===== src/ssc_pkg.sv =====
// constants, encodings and the parity helper for the serial status/control block
// assumes a single 250 MHz clock domain and a plain register port
`default_nettype none
package ssc_pkg;
    // register addresses on the plain register port
    localparam logic [1:0] ADDR_STATUS = 2'h0;
    localparam logic [1:0] ADDR_DATA = 2'h1;
    localparam logic [1:0] ADDR_CTRL1 = 2'h2;
    localparam logic [1:0] ADDR_CTRL2 = 2'h3;
    // reset values
    localparam logic [7:0] STATUS_RESET = 8'hC0;
    localparam logic [7:0] CTRL_RESET = 8'h00;
    // serial_status bit positions
    localparam int ST_TX_EMPTY = 7;
    localparam int ST_TX_DONE = 6;
    localparam int ST_RX_FULL = 5;
    localparam int ST_IDLE = 4;
    localparam int ST_OVERRUN = 3;
    localparam int ST_NOISE = 2;
    localparam int ST_FRAMING = 1;
    localparam int ST_PARITY = 0;
    // serial_control_one bit positions
    localparam int CR1_RX_NINTH = 7;
    localparam int CR1_TX_NINTH = 6;
    localparam int CR1_LP_STOP = 5;
    localparam int CR1_NINE = 4;
    localparam int CR1_WAKE_ADDR = 3;
    localparam int CR1_PARITY_ON = 2;
    localparam int CR1_PARITY_ODD = 1;
    localparam int CR1_PARITY_IRQ = 0;
    // serial_control_two bit positions
    localparam int CR2_TX_EMPTY_IRQ = 7;
    localparam int CR2_TX_DONE_IRQ = 6;
    localparam int CR2_RX_IRQ = 5;
    localparam int CR2_IDLE_IRQ = 4;
    localparam int CR2_TX_ON = 3;
    localparam int CR2_RX_ON = 2;
    localparam int CR2_RX_MUTE = 1;
    localparam int CR2_SEND_BREAK = 0;
    // data bit counts and whole frame lengths in bit times
    localparam logic [3:0] BITS_EIGHT = 4'h8;
    localparam logic [3:0] BITS_NINE = 4'h9;
    localparam logic [3:0] FRAME_EIGHT = 4'hA;
    localparam logic [3:0] FRAME_NINE = 4'hB;
    localparam logic [3:0] CNT_ONE = 4'h1;
    // parity coverage masks
    localparam logic [8:0] PMASK_TX8 = 9'h07F;
    localparam logic [8:0] PMASK_TX9 = 9'h0FF;
    localparam logic [8:0] PMASK_RX8 = 9'h0FF;
    localparam logic [8:0] PMASK_RX9 = 9'h1FF;

    typedef enum logic [3:0] {
        TX_IDLE = 4'h1, TX_START = 4'h2, TX_DATA = 4'h4, TX_STOP = 4'h8
    } ssc_tx_e;
    typedef enum logic [3:0] {
        RX_IDLE = 4'h1, RX_START = 4'h2, RX_DATA = 4'h4, RX_STOP = 4'h8
    } ssc_rx_e;
    typedef enum logic [2:0] {
        KIND_DATA = 3'h1, KIND_PREAMBLE = 3'h2, KIND_BREAK = 3'h4
    } ssc_kind_e;

    // parity of the masked bits, inverted for odd parity
    function automatic logic ssc_par(input logic [8:0] v, input logic [8:0] m,
                                     input logic odd);
        ssc_par = (^(v & m)) ^ odd;
    endfunction
endpackage
`default_nettype wire


===== src/ssc_bit_timer.sv =====
// bit-time prescaler: one tick per bit time, restartable at half a bit
// assumes run is low whenever the counter must freeze
`default_nettype none
module ssc_bit_timer #(parameter int CYCLES = 16) (
    input wire logic mclk,
    input wire logic rst_b,
    input wire logic run,
    input wire logic restart,
    output logic tick
);
    localparam int W = $clog2(CYCLES);
    localparam logic [W-1:0] LAST = W'(CYCLES - 1);
    localparam logic [W-1:0] HALF = W'(CYCLES / 2);
    logic [W-1:0] cnt;

    // tick on the last count of each bit time
    assign tick = run && (cnt == LAST);

    // counter holds while stopped so a frozen frame resumes in place
    always_ff @(posedge mclk) begin
        if (!rst_b) begin
            cnt <= '0;
        end else if (restart) begin
            cnt <= HALF;
        end else if (run) begin
            cnt <= tick ? '0 : cnt + 1'b1;
        end
    end
endmodule
`default_nettype wire


===== src/ssc_top.sv =====
// serial interface status, control and interrupt logic with its bit engines
// assumes register strobes synchronous to mclk and a sampled receive line
`default_nettype none
// What this block does
// - in wait mode keep running; enabled, unmasked events raise a wake request
// - in halt mode freeze engines and registers; no interrupt or wake
// - all events share one request, gated by enables and the cpu mask
// - status resets to C0h and ignores software writes
// - buffer-empty flag sets on transfer to shifter; status then data write clears
// - no transfer while buffer-empty flag is still set
// - transmit-done flag sets after data frames only; status then data write clears
// - receive-full sets on delivery; status then data read clears
// - idle flag sets on idle line, rearmed only by a new receive-full
// - overrun keeps old holding data and raises via receive enable
// - noise flag sets with delivery, no own interrupt
// - framing flag on bad stop or break; overrun wins over it
// - parity flag sets on failed check; status read then data access clears
// - ninth received bit stored, ninth sent bit taken from control one
// - low-power stop halts prescalers and outputs after current byte
// - word length selects eight or nine data bits; not changed mid-frame
// - wake method: idle line or address mark
// - parity replaces word msb and is checked; change applies next byte
// - parity select even or odd, applied from next byte
// - parity interrupt enable gates the parity flag onto the request
// - receive enable requests on overrun or receive-full
// - one bit time passes after transmit enable before sending
// - send-break set then cleared sends one break word after current word
// - mute set by software, cleared by hardware on selected wake
module ssc_top import ssc_pkg::*; #(parameter int BIT_CYCLES = 16) (
    input wire logic mclk,
    input wire logic rst_b,
    input wire logic [1:0] regAddr,
    input wire logic [7:0] regWrData,
    input wire logic regWr,
    input wire logic regRd,
    output logic [7:0] regRdData,
    input wire logic cpuIntMask,
    input wire logic waitMode,
    input wire logic haltMode,
    output logic irqReq,
    output logic wakeReq,
    input wire logic rxLine,
    output logic txLine,
    output logic txLineEn
);
    logic [6:0] ctrlOne;
    logic [7:0] ctrlTwo;
    logic rxNinth;
    logic txEmpty, txDone, rxFull, idleFlag, overrun, noiseFlag, framingFlag, parityErr;
    logic [7:0] status, snap, txHolding, rxHolding;
    logic seen, seenByRead;
    logic statusAcc, dataRd, dataWr, clrRx, clrTx, clrPe;
    ssc_tx_e txState;
    ssc_rx_e rxState;
    ssc_kind_e txKind;
    logic txTick, txRun, txReady, txOnPrev, brkPrev, prePend, brkPend;
    logic txStart, txLoad, tcSet;
    logic [8:0] txData, txShift;
    logic [3:0] txCnt;
    logic rxTick, rxRun, rxStartDet, rxLinePrev, rxNoise, rxFrErr;
    logic rxNine, rxParOn, rxParOdd, idleArmed;
    logic [8:0] rxShift, rxWord;
    logic [3:0] rxCnt, idleCnt;
    logic rxDone, addrWake, accept, rxSet, ovrSet, idleEv, idleSet, rxParBad;
    logic lpStop, nine, muteOn;

    assign lpStop = ctrlOne[CR1_LP_STOP];
    assign nine = ctrlOne[CR1_NINE];
    assign muteOn = ctrlTwo[CR2_RX_MUTE];
    assign status = {txEmpty, txDone, rxFull, idleFlag, overrun, noiseFlag,
                     framingFlag, parityErr};

    // register port decode; writes and clearing accesses are ignored while halted, plain reads still return data
    assign statusAcc = (regRd || regWr) && regAddr == ADDR_STATUS && !haltMode;
    assign dataRd = regRd && regAddr == ADDR_DATA && !haltMode;
    assign dataWr = regWr && regAddr == ADDR_DATA && !haltMode;

    // two-step clear: remember which flags were seen at the status access
    always_ff @(posedge mclk) begin
        if (!rst_b) begin
            seen <= 1'b0;
            seenByRead <= 1'b0;
            snap <= 8'h00;
        end else if (statusAcc) begin
            seen <= 1'b1;
            seenByRead <= regRd;
            snap <= status;
        end else if (dataRd || dataWr) begin
            seen <= 1'b0;
            seenByRead <= 1'b0;
        end
    end
    assign clrRx = seen && dataRd;
    assign clrTx = seen && dataWr;
    assign clrPe = seen && seenByRead && (dataRd || dataWr) && snap[ST_PARITY];

    // control registers; hardware wake clears mute unless software writes either control register
    always_ff @(posedge mclk) begin
        if (!rst_b) begin
            ctrlOne <= CTRL_RESET[6:0];
            ctrlTwo <= CTRL_RESET;
        end else if (regWr && !haltMode && regAddr == ADDR_CTRL1) begin
            ctrlOne <= regWrData[6:0];
        end else if (regWr && !haltMode && regAddr == ADDR_CTRL2) begin
            ctrlTwo <= regWrData;
        end else if (addrWake || (idleEv && muteOn && !ctrlOne[CR1_WAKE_ADDR])) begin
            ctrlTwo[CR2_RX_MUTE] <= 1'b0;
        end
    end

    // transmit holding register
    always_ff @(posedge mclk) begin
        if (!rst_b) begin
            txHolding <= 8'h00;
        end else if (dataWr) begin
            txHolding <= regWrData;
        end
    end

    // read data valid in the cycle after the read strobe only
    always_ff @(posedge mclk) begin
        if (!rst_b) begin
            regRdData <= 8'h00;
        end else if (regRd) begin
            unique case (regAddr)
                ADDR_STATUS: regRdData <= status;
                ADDR_DATA: regRdData <= rxHolding;
                ADDR_CTRL1: regRdData <= {rxNinth, ctrlOne};
                ADDR_CTRL2: regRdData <= ctrlTwo;
            endcase
        end else begin
            regRdData <= 8'h00;
        end
    end

    // shared request and wake, nothing while halted
    always_comb begin
        irqReq = ((txEmpty && ctrlTwo[CR2_TX_EMPTY_IRQ])
                 || (txDone && ctrlTwo[CR2_TX_DONE_IRQ])
                 || ((rxFull || overrun) && ctrlTwo[CR2_RX_IRQ])
                 || (idleFlag && ctrlTwo[CR2_IDLE_IRQ])
                 || (parityErr && ctrlOne[CR1_PARITY_IRQ]))
                 && !cpuIntMask && !haltMode;
        wakeReq = irqReq && waitMode;
    end

    // transmit prescaler runs while enabled or busy, stops in halt or in low power when idle
    assign txRun = !haltMode && (ctrlTwo[CR2_TX_ON] || txState != TX_IDLE)
                   && !(lpStop && txState == TX_IDLE);
    ssc_bit_timer #(.CYCLES(BIT_CYCLES)) u_txTimer (
        .mclk(mclk),
        .rst_b(rst_b),
        .run(txRun),
        .restart(1'b0),
        .tick(txTick)
    );

    // frame selection: break, then preamble, then data only when flag is clear
    assign txStart = txState == TX_IDLE && txTick && txReady
                     && (brkPend || prePend || !txEmpty);
    assign txLoad = txStart && !brkPend && !prePend && !txEmpty;
    assign tcSet = txState == TX_STOP && txTick && txKind == KIND_DATA;
    always_comb begin
        txData = {ctrlOne[CR1_TX_NINTH], txHolding};
        if (ctrlOne[CR1_PARITY_ON]) begin
            if (nine) begin
                txData[8] = ssc_par(txData, PMASK_TX9, ctrlOne[CR1_PARITY_ODD]);
            end else begin
                txData[7] = ssc_par(txData, PMASK_TX8, ctrlOne[CR1_PARITY_ODD]);
            end
        end
    end

    // enable delay, preamble and break requests
    always_ff @(posedge mclk) begin
        if (!rst_b) begin
            txReady <= 1'b0;
            txOnPrev <= 1'b0;
            brkPrev <= 1'b0;
            prePend <= 1'b0;
            brkPend <= 1'b0;
        end else if (!haltMode) begin
            txOnPrev <= ctrlTwo[CR2_TX_ON];
            brkPrev <= ctrlTwo[CR2_SEND_BREAK];
            if (!ctrlTwo[CR2_TX_ON]) begin
                txReady <= 1'b0;
            end else if (txTick) begin
                txReady <= 1'b1;
            end
            if (ctrlTwo[CR2_TX_ON] && !txOnPrev) begin
                prePend <= 1'b1;
            end else if (txStart && !brkPend) begin
                prePend <= 1'b0;
            end
            if (brkPrev && !ctrlTwo[CR2_SEND_BREAK]) begin
                brkPend <= 1'b1;
            end else if (txStart) begin
                brkPend <= 1'b0;
            end
        end
    end

    // transmit frame engine, format latched at frame start
    always_ff @(posedge mclk) begin
        if (!rst_b) begin
            txState <= TX_IDLE;
            txKind <= KIND_DATA;
            txShift <= 9'h000;
            txCnt <= 4'h0;
            txLine <= 1'b1;
        end else if (txTick) begin
            unique case (txState)
                TX_IDLE: if (txStart) begin
                    txState <= TX_START;
                    txCnt <= nine ? BITS_NINE : BITS_EIGHT;
                    if (brkPend) begin
                        txKind <= KIND_BREAK;
                        txShift <= 9'h000;
                        txLine <= 1'b0;
                    end else if (prePend) begin
                        txKind <= KIND_PREAMBLE;
                        txShift <= 9'h1FF;
                    end else begin
                        txKind <= KIND_DATA;
                        txShift <= txData;
                        txLine <= 1'b0;
                    end
                end
                TX_START, TX_DATA: begin
                    if (txCnt == 4'h0) begin
                        txState <= TX_STOP;
                        txLine <= txKind != KIND_BREAK;
                    end else begin
                        txState <= TX_DATA;
                        txLine <= txShift[0];
                        txShift <= {1'b0, txShift[8:1]};
                        txCnt <= txCnt - CNT_ONE;
                    end
                end
                TX_STOP: begin
                    txState <= TX_IDLE;
                    txLine <= 1'b1;
                end
            endcase
        end
    end
    assign txLineEn = (ctrlTwo[CR2_TX_ON] || txState != TX_IDLE)
                      && !(lpStop && txState == TX_IDLE);

    // receive prescaler, restarted half a bit into the start bit
    assign rxRun = !haltMode && ctrlTwo[CR2_RX_ON] && !(lpStop && rxState == RX_IDLE);
    assign rxStartDet = rxState == RX_IDLE && rxRun && !rxLine;
    ssc_bit_timer #(.CYCLES(BIT_CYCLES)) u_rxTimer (
        .mclk(mclk),
        .rst_b(rst_b),
        .run(rxRun),
        .restart(rxStartDet),
        .tick(rxTick)
    );

    // receive frame engine; noise when the line moved just before the sample
    always_ff @(posedge mclk) begin
        if (!rst_b) begin
            rxState <= RX_IDLE;
            rxShift <= 9'h000;
            rxCnt <= 4'h0;
            rxNoise <= 1'b0;
            rxNine <= 1'b0;
            rxParOn <= 1'b0;
            rxParOdd <= 1'b0;
            rxLinePrev <= 1'b1;
        end else if (!haltMode) begin
            rxLinePrev <= rxLine;
            if (rxStartDet) begin
                rxState <= RX_START;
                rxNoise <= 1'b0;
                rxNine <= nine;
                rxParOn <= ctrlOne[CR1_PARITY_ON];
                rxParOdd <= ctrlOne[CR1_PARITY_ODD];
            end else if (rxTick && rxState != RX_IDLE) begin
                rxNoise <= rxNoise || (rxLine != rxLinePrev);
                unique case (rxState)
                    RX_START: begin
                        rxState <= rxLine ? RX_IDLE : RX_DATA;
                        rxCnt <= rxNine ? BITS_NINE : BITS_EIGHT;
                    end
                    RX_DATA: begin
                        rxShift <= {rxLine, rxShift[8:1]};
                        rxCnt <= rxCnt - CNT_ONE;
                        if (rxCnt == CNT_ONE) begin
                            rxState <= RX_STOP;
                        end
                    end
                    default: begin
                        rxState <= RX_IDLE;
                    end
                endcase
            end
        end
    end

    // completed word and its checks
    assign rxDone = rxState == RX_STOP && rxTick;
    assign rxWord = rxNine ? rxShift : {1'b0, rxShift[8:1]};
    assign rxParBad = rxParOn && ssc_par(rxWord, rxNine ? PMASK_RX9 : PMASK_RX8, rxParOdd);
    assign addrWake = rxDone && muteOn && ctrlOne[CR1_WAKE_ADDR]
                      && (rxNine ? rxWord[8] : rxWord[7]);
    assign accept = !muteOn || addrWake;
    assign rxSet = rxDone && accept && !rxFull;
    assign ovrSet = rxDone && accept && rxFull;
    always_comb begin
        rxFrErr = !rxLine;
    end

    // idle line: a whole frame time of high line while idle
    always_ff @(posedge mclk) begin
        if (!rst_b) begin
            idleCnt <= 4'h0;
        end else if (rxState != RX_IDLE || (rxTick && !rxLine)) begin
            idleCnt <= 4'h0;
        end else if (rxTick && !idleEv) begin
            idleCnt <= idleCnt + CNT_ONE;
        end
    end
    assign idleEv = rxState == RX_IDLE && rxTick && rxLine
                    && idleCnt == (nine ? FRAME_NINE : FRAME_EIGHT) - CNT_ONE;
    assign idleSet = idleEv && !muteOn && idleArmed;

    // idle rearms only after a new receive-full
    always_ff @(posedge mclk) begin
        if (!rst_b) begin
            idleArmed <= 1'b0;
        end else if (rxSet) begin
            idleArmed <= 1'b1;
        end else if (idleSet) begin
            idleArmed <= 1'b0;
        end
    end

    // received data and ninth bit, old data kept on overrun
    always_ff @(posedge mclk) begin
        if (!rst_b) begin
            rxHolding <= 8'h00;
            rxNinth <= 1'b0;
        end else if (rxSet) begin
            rxHolding <= rxWord[7:0];
            if (rxNine) begin
                rxNinth <= rxWord[8];
            end
        end
    end

    // status flags: a set in the clearing cycle wins
    always_ff @(posedge mclk) begin
        if (!rst_b) begin
            {txEmpty, txDone, rxFull, idleFlag} <= STATUS_RESET[7:4];
            {overrun, noiseFlag, framingFlag, parityErr} <= STATUS_RESET[3:0];
        end else begin
            txEmpty <= txLoad || (txEmpty && !(clrTx && snap[ST_TX_EMPTY]));
            txDone <= tcSet || (txDone && !(clrTx && snap[ST_TX_DONE]));
            rxFull <= rxSet || (rxFull && !(clrRx && snap[ST_RX_FULL]));
            idleFlag <= idleSet || (idleFlag && !(clrRx && snap[ST_IDLE]));
            overrun <= ovrSet || (overrun && !(clrRx && snap[ST_OVERRUN]));
            noiseFlag <= (rxSet && rxNoise)
                         || (noiseFlag && !(clrRx && snap[ST_NOISE]));
            framingFlag <= (rxSet && rxFrErr)
                           || (framingFlag && !(clrRx && snap[ST_FRAMING]));
            parityErr <= (rxSet && rxParBad) || (parityErr && !clrPe);
        end
    end
endmodule
`default_nettype wire


===== config.mk =====
export PLATFORM = sky130hd
export DESIGN_NAME = ssc_top
export DESIGN_NICKNAME = d
export VERILOG_FILES = /design/src/ssc_pkg.sv /design/src/ssc_bit_timer.sv /design/src/ssc_top.sv
export SDC_FILE = /design/constraint.sdc
export NUM_CORES = 1
export LEC_CHECK = 0
export BUFFER_PORTS_ARGS = -buffer_cell sky130_fd_sc_hd__buf_4
export CELL_PAD_IN_SITES_DETAIL_PLACEMENT = 2
export CELL_PAD_IN_SITES_GLOBAL_PLACEMENT = 2
export CORE_ASPECT_RATIO = 1.2
export CORE_MARGIN = 5
export CORE_UTILIZATION = 41
export DETAILED_ROUTE_END_ITERATION = 10
export GPL_TIMING_DRIVEN = 0
export PLACE_DENSITY = 0.92
export SYNTH_ARGS = -nofsm -noshare
export SYNTH_HDL_FRONTEND = slang
export SYNTH_HIERARCHICAL = 1
export SYNTH_SLANG_ARGS = --single-unit

===== constraint.sdc =====
create_clock -name mclk -period 6 [get_ports mclk]
set_clock_uncertainty 0.05 [all_clocks]
set_input_delay 0.9 -clock mclk [delete_from_list [all_inputs] [get_ports mclk]]
set_output_delay 0.9 -clock mclk [all_outputs]
set_load 0.05 [all_outputs]

==> results by stage <==
CTS:
- Buffers inserted during clock tree synthesis total 17.
- For the worst-skew pair, the clock arrives at the later sink with an insertion delay of ~0.43 ns.
- The TritonCTS clock tree is yes.
- The total number of H-tree levels is 4.
- The number of resized instances in the post-cts repair step is 0.
- The number of buffers added to fix hold violations after cts is 0.
- The library cell used as clock root buffer is sky130_fd_sc_hd__clkbuf_16.
- The largest buffer count on any clock path is 2.
- For this design, the sink count on the clock tree is 119.
- Clock-pin slew was measured on the worst setup and hold paths at 0.05 ns.
- The setup fix buffers added after clock tree synthesis is 0.

Routing:
- In this run the remaining antenna-violating nets after routing total 0.
- For this block, the via count after detailed routing is around 5.2k.
- The per-cell routed wire length is 26.9 um.
- For this block, the routed nets add up to 22,900 um of wire.
- The iteration count of the initial detailed-routing pass is 7.
- The violation count after the first detailed-route iteration is 334.
- The post-detailed-route via-to-cell ratio is 6.15.
- The remaining design rule violation count is 0.

Worst setup path:
- Of all nets on the critical path, the largest fanout is 10.
- The worst setup path is captured at a register.
- The arrival time reported for the critical path endpoint is approximately 4.2 ns.
- The endpoint identified for the worst register-to-register timing path is rxHolding[5].
- The startpoint type of the worst setup path is an input port.
- The number of cells on the worst reg-to-reg path is 9.
- Data on the critical path is required at its endpoint by 6.26 ns.
- The launch instance of the worst register-to-register path is rxState[1].
- In this run the register-to-register setup slack is 2.17 ns.
- The critical path is of the in -> reg type.

Synth:
- The Yosys warning count is 6.
- After synthesis the netlist holds a flip-flop and latch count of approximately 120.
- The number of enable-type register cells in the synthesized netlist is 0.
- Summed over all instances, the cell type with the most area after synthesis is sky130_fd_sc_hd__dfxtp_1.
- Of all flip-flops after synthesis, the portion carrying an async set or reset was 0.
- Of the post-synthesis cell area, the dominant cell type holds 0.439.
- Yosys attributes the largest share of cell area to sky130_fd_sc_hd__dfxtp_1 44%, sky130_fd_sc_hd__mux2i_1 5.9%, sky130_fd_sc_hd__nand2_1 5.8%.
- The cell area after synthesis is approximately 0.0054 mm^2.
- The sequential-to-total area share from yosys stat is 0.439.
- In the synthesized netlist the dominant register cell turns out to be sky130_fd_sc_hd__dfxtp_1.
- Counting distinct cell types in the post-synthesis netlist gives 62.
- Counting every instance in the synthesized netlist gives 625.
- In this run the mean area of a mapped cell was 8.68 um^2.

Run status:
- The run finished with clean final reports.

Hold path:
- The source of the worst hold timing path is rxCnt[1].
- The worst hold path was traced through 2 stages.
- The worst hold path endpoint is rxCnt[1].
- The class of the tightest hold or removal check is reg -> reg.

Global routing:
- The remaining global-route overflow is 0.
- Entering global routing, the biggest net connects 17 pins.
- The number of global-route vias before repair is approximately 6.0k.
- The first-pass GRT wire length is ~36,000 um.
- The number of antenna violations at the first check in global routing was 0.
- The global router's overall resource usage is 0.306.

STA:
- The final-report setup violation count is 0.
- Setup repair after global routing left no endpoint under its margin.
- The relative slew slack is 0.0524.
- The highest achievable clock rate is 253 MHz.
- The slew at the pin with the worst max-slew slack is 1.41 ns.
- The sum of negative setup slack is 0 ns.
- The final critical-path share of the clock period is 0.658.
- The time the final worst path needs with I/O delays and setup is slightly below 4 ns.
- The final hold violation count is 0.
- The final-report max-slew violation count was 0.

Power:
- For this design the static power due to leakage is about 2.3 nW.
- The worst voltage drop across the vdd grid is 0.000216 V.
- The power density over the cells is roughly 310 mW/mm^2.

Die:
- In this run the horizontal extent of the chip is approximately 110 um.
- The floorplan has 46 rows.
- The I/O pin count is 30.
- The region available for standard cell placement spans 0.0131 mm^2.
- The initial core utilization is 0.413.
- The overall die height is 136 um.
- The full die area is 0.0156 mm^2.

Place:
- At the end of routability-driven placement, the weighted congestion stood at 0.842.
- The number of port buffers is 27.
- After legalization and detailed placement, the total HPWL measured between 15,000 and 20,000 um.
- The cell area after placement is between 0.005 and 0.006 mm^2.

Layout:
- The area growth from synthesis to layout is 19.4%.
- The fraction of layout cells with a size suffix above 1 is 0.118.
- After filler insertion, the fill cell instance count of the layout stands at around 1.4k.
- 0 antenna diodes ended up in the layout.
- The net count of the finished layout is 696.
- The final cell area excluding filler cells is 0.00647 mm^2.

Flow run:
- Max-cap violations in this run came to 0.
## final cells by class
class	instances	area, um^2	share of cell area
well taps	168	210	0.0325
inverters	11	41.3	0.00638
clock buffers	24	492	0.0760
repair buffers	27	203	0.0313
clock inverters	8	143	0.0220
plain buffers	36	148	0.0228
multi-input cells	460	2860	0.441
flip-flops and latches	119	2380	0.368
## metrics by stage
| step | cells | total power (W) | worst slack [ns] | hold slack [ns] | util |
|---|---|---|---|---|---|
| global route | 853 | 0.00206 | 1.84 | 0.446 | 0.493 |
| floorplan | 626 | 0.000862 | 2.09 | 0.383 | - |
| CTS | 853 | 0.00202 | 2.08 | 0.436 | 0.493 |
| global placement | 821 | 0.000897 | 2.08 | 0.400 | 0.445 |
| detailed placement | 821 | 0.000904 | 1.88 | 0.416 | 0.445 |
| finish | 853 | 0.00201 | 2.05 | 0.434 | 0.493 |
## Yosys cell counts, types with 2 or more instances
library cell,number
sky130_fd_sc_hd__and2_1,3
sky130_fd_sc_hd__xnor2_1,17
sky130_fd_sc_hd__o21a_1,4
sky130_fd_sc_hd__nand4_1,5
sky130_fd_sc_hd__nor2_1,82
sky130_fd_sc_hd__inv_2,2
sky130_fd_sc_hd__nand2_2,2
sky130_fd_sc_hd__o311ai_0,2
sky130_fd_sc_hd__nand3_1,13
sky130_fd_sc_hd__a211oi_1,10
sky130_fd_sc_hd__clkbuf_1,28
sky130_fd_sc_hd__nor4b_1,3
sky130_fd_sc_hd__nor3b_1,5
sky130_fd_sc_hd__o31a_1,2
sky130_fd_sc_hd__a2bb2oi_1,2
sky130_fd_sc_hd__a311oi_1,2
sky130_fd_sc_hd__a21oi_1,57
sky130_fd_sc_hd__mux2i_1,32
sky130_fd_sc_hd__nand2b_1,5
sky130_fd_sc_hd__a22oi_1,6
sky130_fd_sc_hd__buf_2,3
sky130_fd_sc_hd__mux4_2,8
sky130_fd_sc_hd__xor2_1,10
sky130_fd_sc_hd__a31oi_1,6
sky130_fd_sc_hd__o21ai_0,19
sky130_fd_sc_hd__nand2_1,84
sky130_fd_sc_hd__ha_1,6
sky130_fd_sc_hd__nor3_1,20
sky130_fd_sc_hd__buf_1,3
sky130_fd_sc_hd__inv_1,9
sky130_fd_sc_hd__or3_1,5
sky130_fd_sc_hd__and3_1,10
sky130_fd_sc_hd__nand3b_1,3
sky130_fd_sc_hd__dfxtp_1,119
sky130_fd_sc_hd__nor2b_1,4
sky130_fd_sc_hd__o211ai_1,2
sky130_fd_sc_hd__o311a_1,7
## worst max path at each step
stage | endpoint | depth (start not counted) | start
CTS | rxHolding[5] | 10 | haltMode
global placement | txShift[6] | 13 | haltMode
floorplan | wakeReq | 3 | haltMode
detailed placement | rxHolding[5] | 10 | haltMode
finish | rxHolding[5] | 10 | haltMode
global route | rxHolding[5] | 10 | haltMode
## registers in the layout, indices dropped and copies added, names as in the netlist, 3 cells and up
signal,flops
idleCnt,4
ctrlTwo,8
rxShift,9
rxHolding,8
txState,4
rxCnt,4
txCnt,4
regRdData,8
rxState,4
u_rxTimer/cnt,4
u_txTimer/cnt,4
txHolding,8
txKind,3
snap,8
ctrlOne,7
txShift,9
## critical path, cell delays in order
cell                        delay (ns)
sky130_fd_sc_hd__buf_4            0.15
sky130_fd_sc_hd__nand2b_1         0.19
sky130_fd_sc_hd__a21oi_1          0.49
sky130_fd_sc_hd__nand2_2          0.16
sky130_fd_sc_hd__nor2_1           0.51
sky130_fd_sc_hd__nand4bb_1        0.26
sky130_fd_sc_hd__a2111oi_2        0.64
sky130_fd_sc_hd__clkbuf_1         0.45
sky130_fd_sc_hd__nor2_1           0.13
sky130_fd_sc_hd__a211oi_1         0.32
## report_power, final
part           switching, W  internal [W]  leakage [nW]
registers        0.00000791      0.000797         0.960
logic             0.0000621     0.0000259          1.00
clock network      0.000383      0.000737         0.310
total              0.000453       0.00156          2.27
## routing by layer
metal,global-route usage,wire (um)
met2,0.545,12000
met1,0.317,8520
met5,0,0
met4,0.201,1380
met3,0.0681,1020
## kinds of logic after synthesis
logic type / count (synthesis) / synth area share
AO/OA/AOI/OAI: 130 / 0.155
XOR/XNOR: 27 / 0.0436
adder cells (fa/ha/maj): 6 / 0.0138
buffers and inverters: 47 / 0.0348
flip-flops: 119 / 0.439
multiplexers: 41 / 0.0944
other: 1 / 0.000692
AND/OR/NAND/NOR: 254 / 0.219
## placed cells by master, fill, tap and decap left out, types with 13 or more instances in the layout
master                      netlist  routed
sky130_fd_sc_hd__nand2_1         84      84
sky130_fd_sc_hd__a21oi_1         57      57
sky130_fd_sc_hd__nor2_1          82      82
sky130_fd_sc_hd__dfxtp_1        119     119
sky130_fd_sc_hd__nor3_1          20      20
sky130_fd_sc_hd__clkbuf_16        0      17
sky130_fd_sc_hd__o21ai_0         19      19
sky130_fd_sc_hd__mux2i_1         32      32
sky130_fd_sc_hd__nand3_1         13      13
sky130_fd_sc_hd__clkbuf_1        28      31
sky130_fd_sc_hd__xnor2_1         17      17
sky130_fd_sc_hd__buf_4            0      27
No activity file was read; power rests on OpenSTA's default activity.
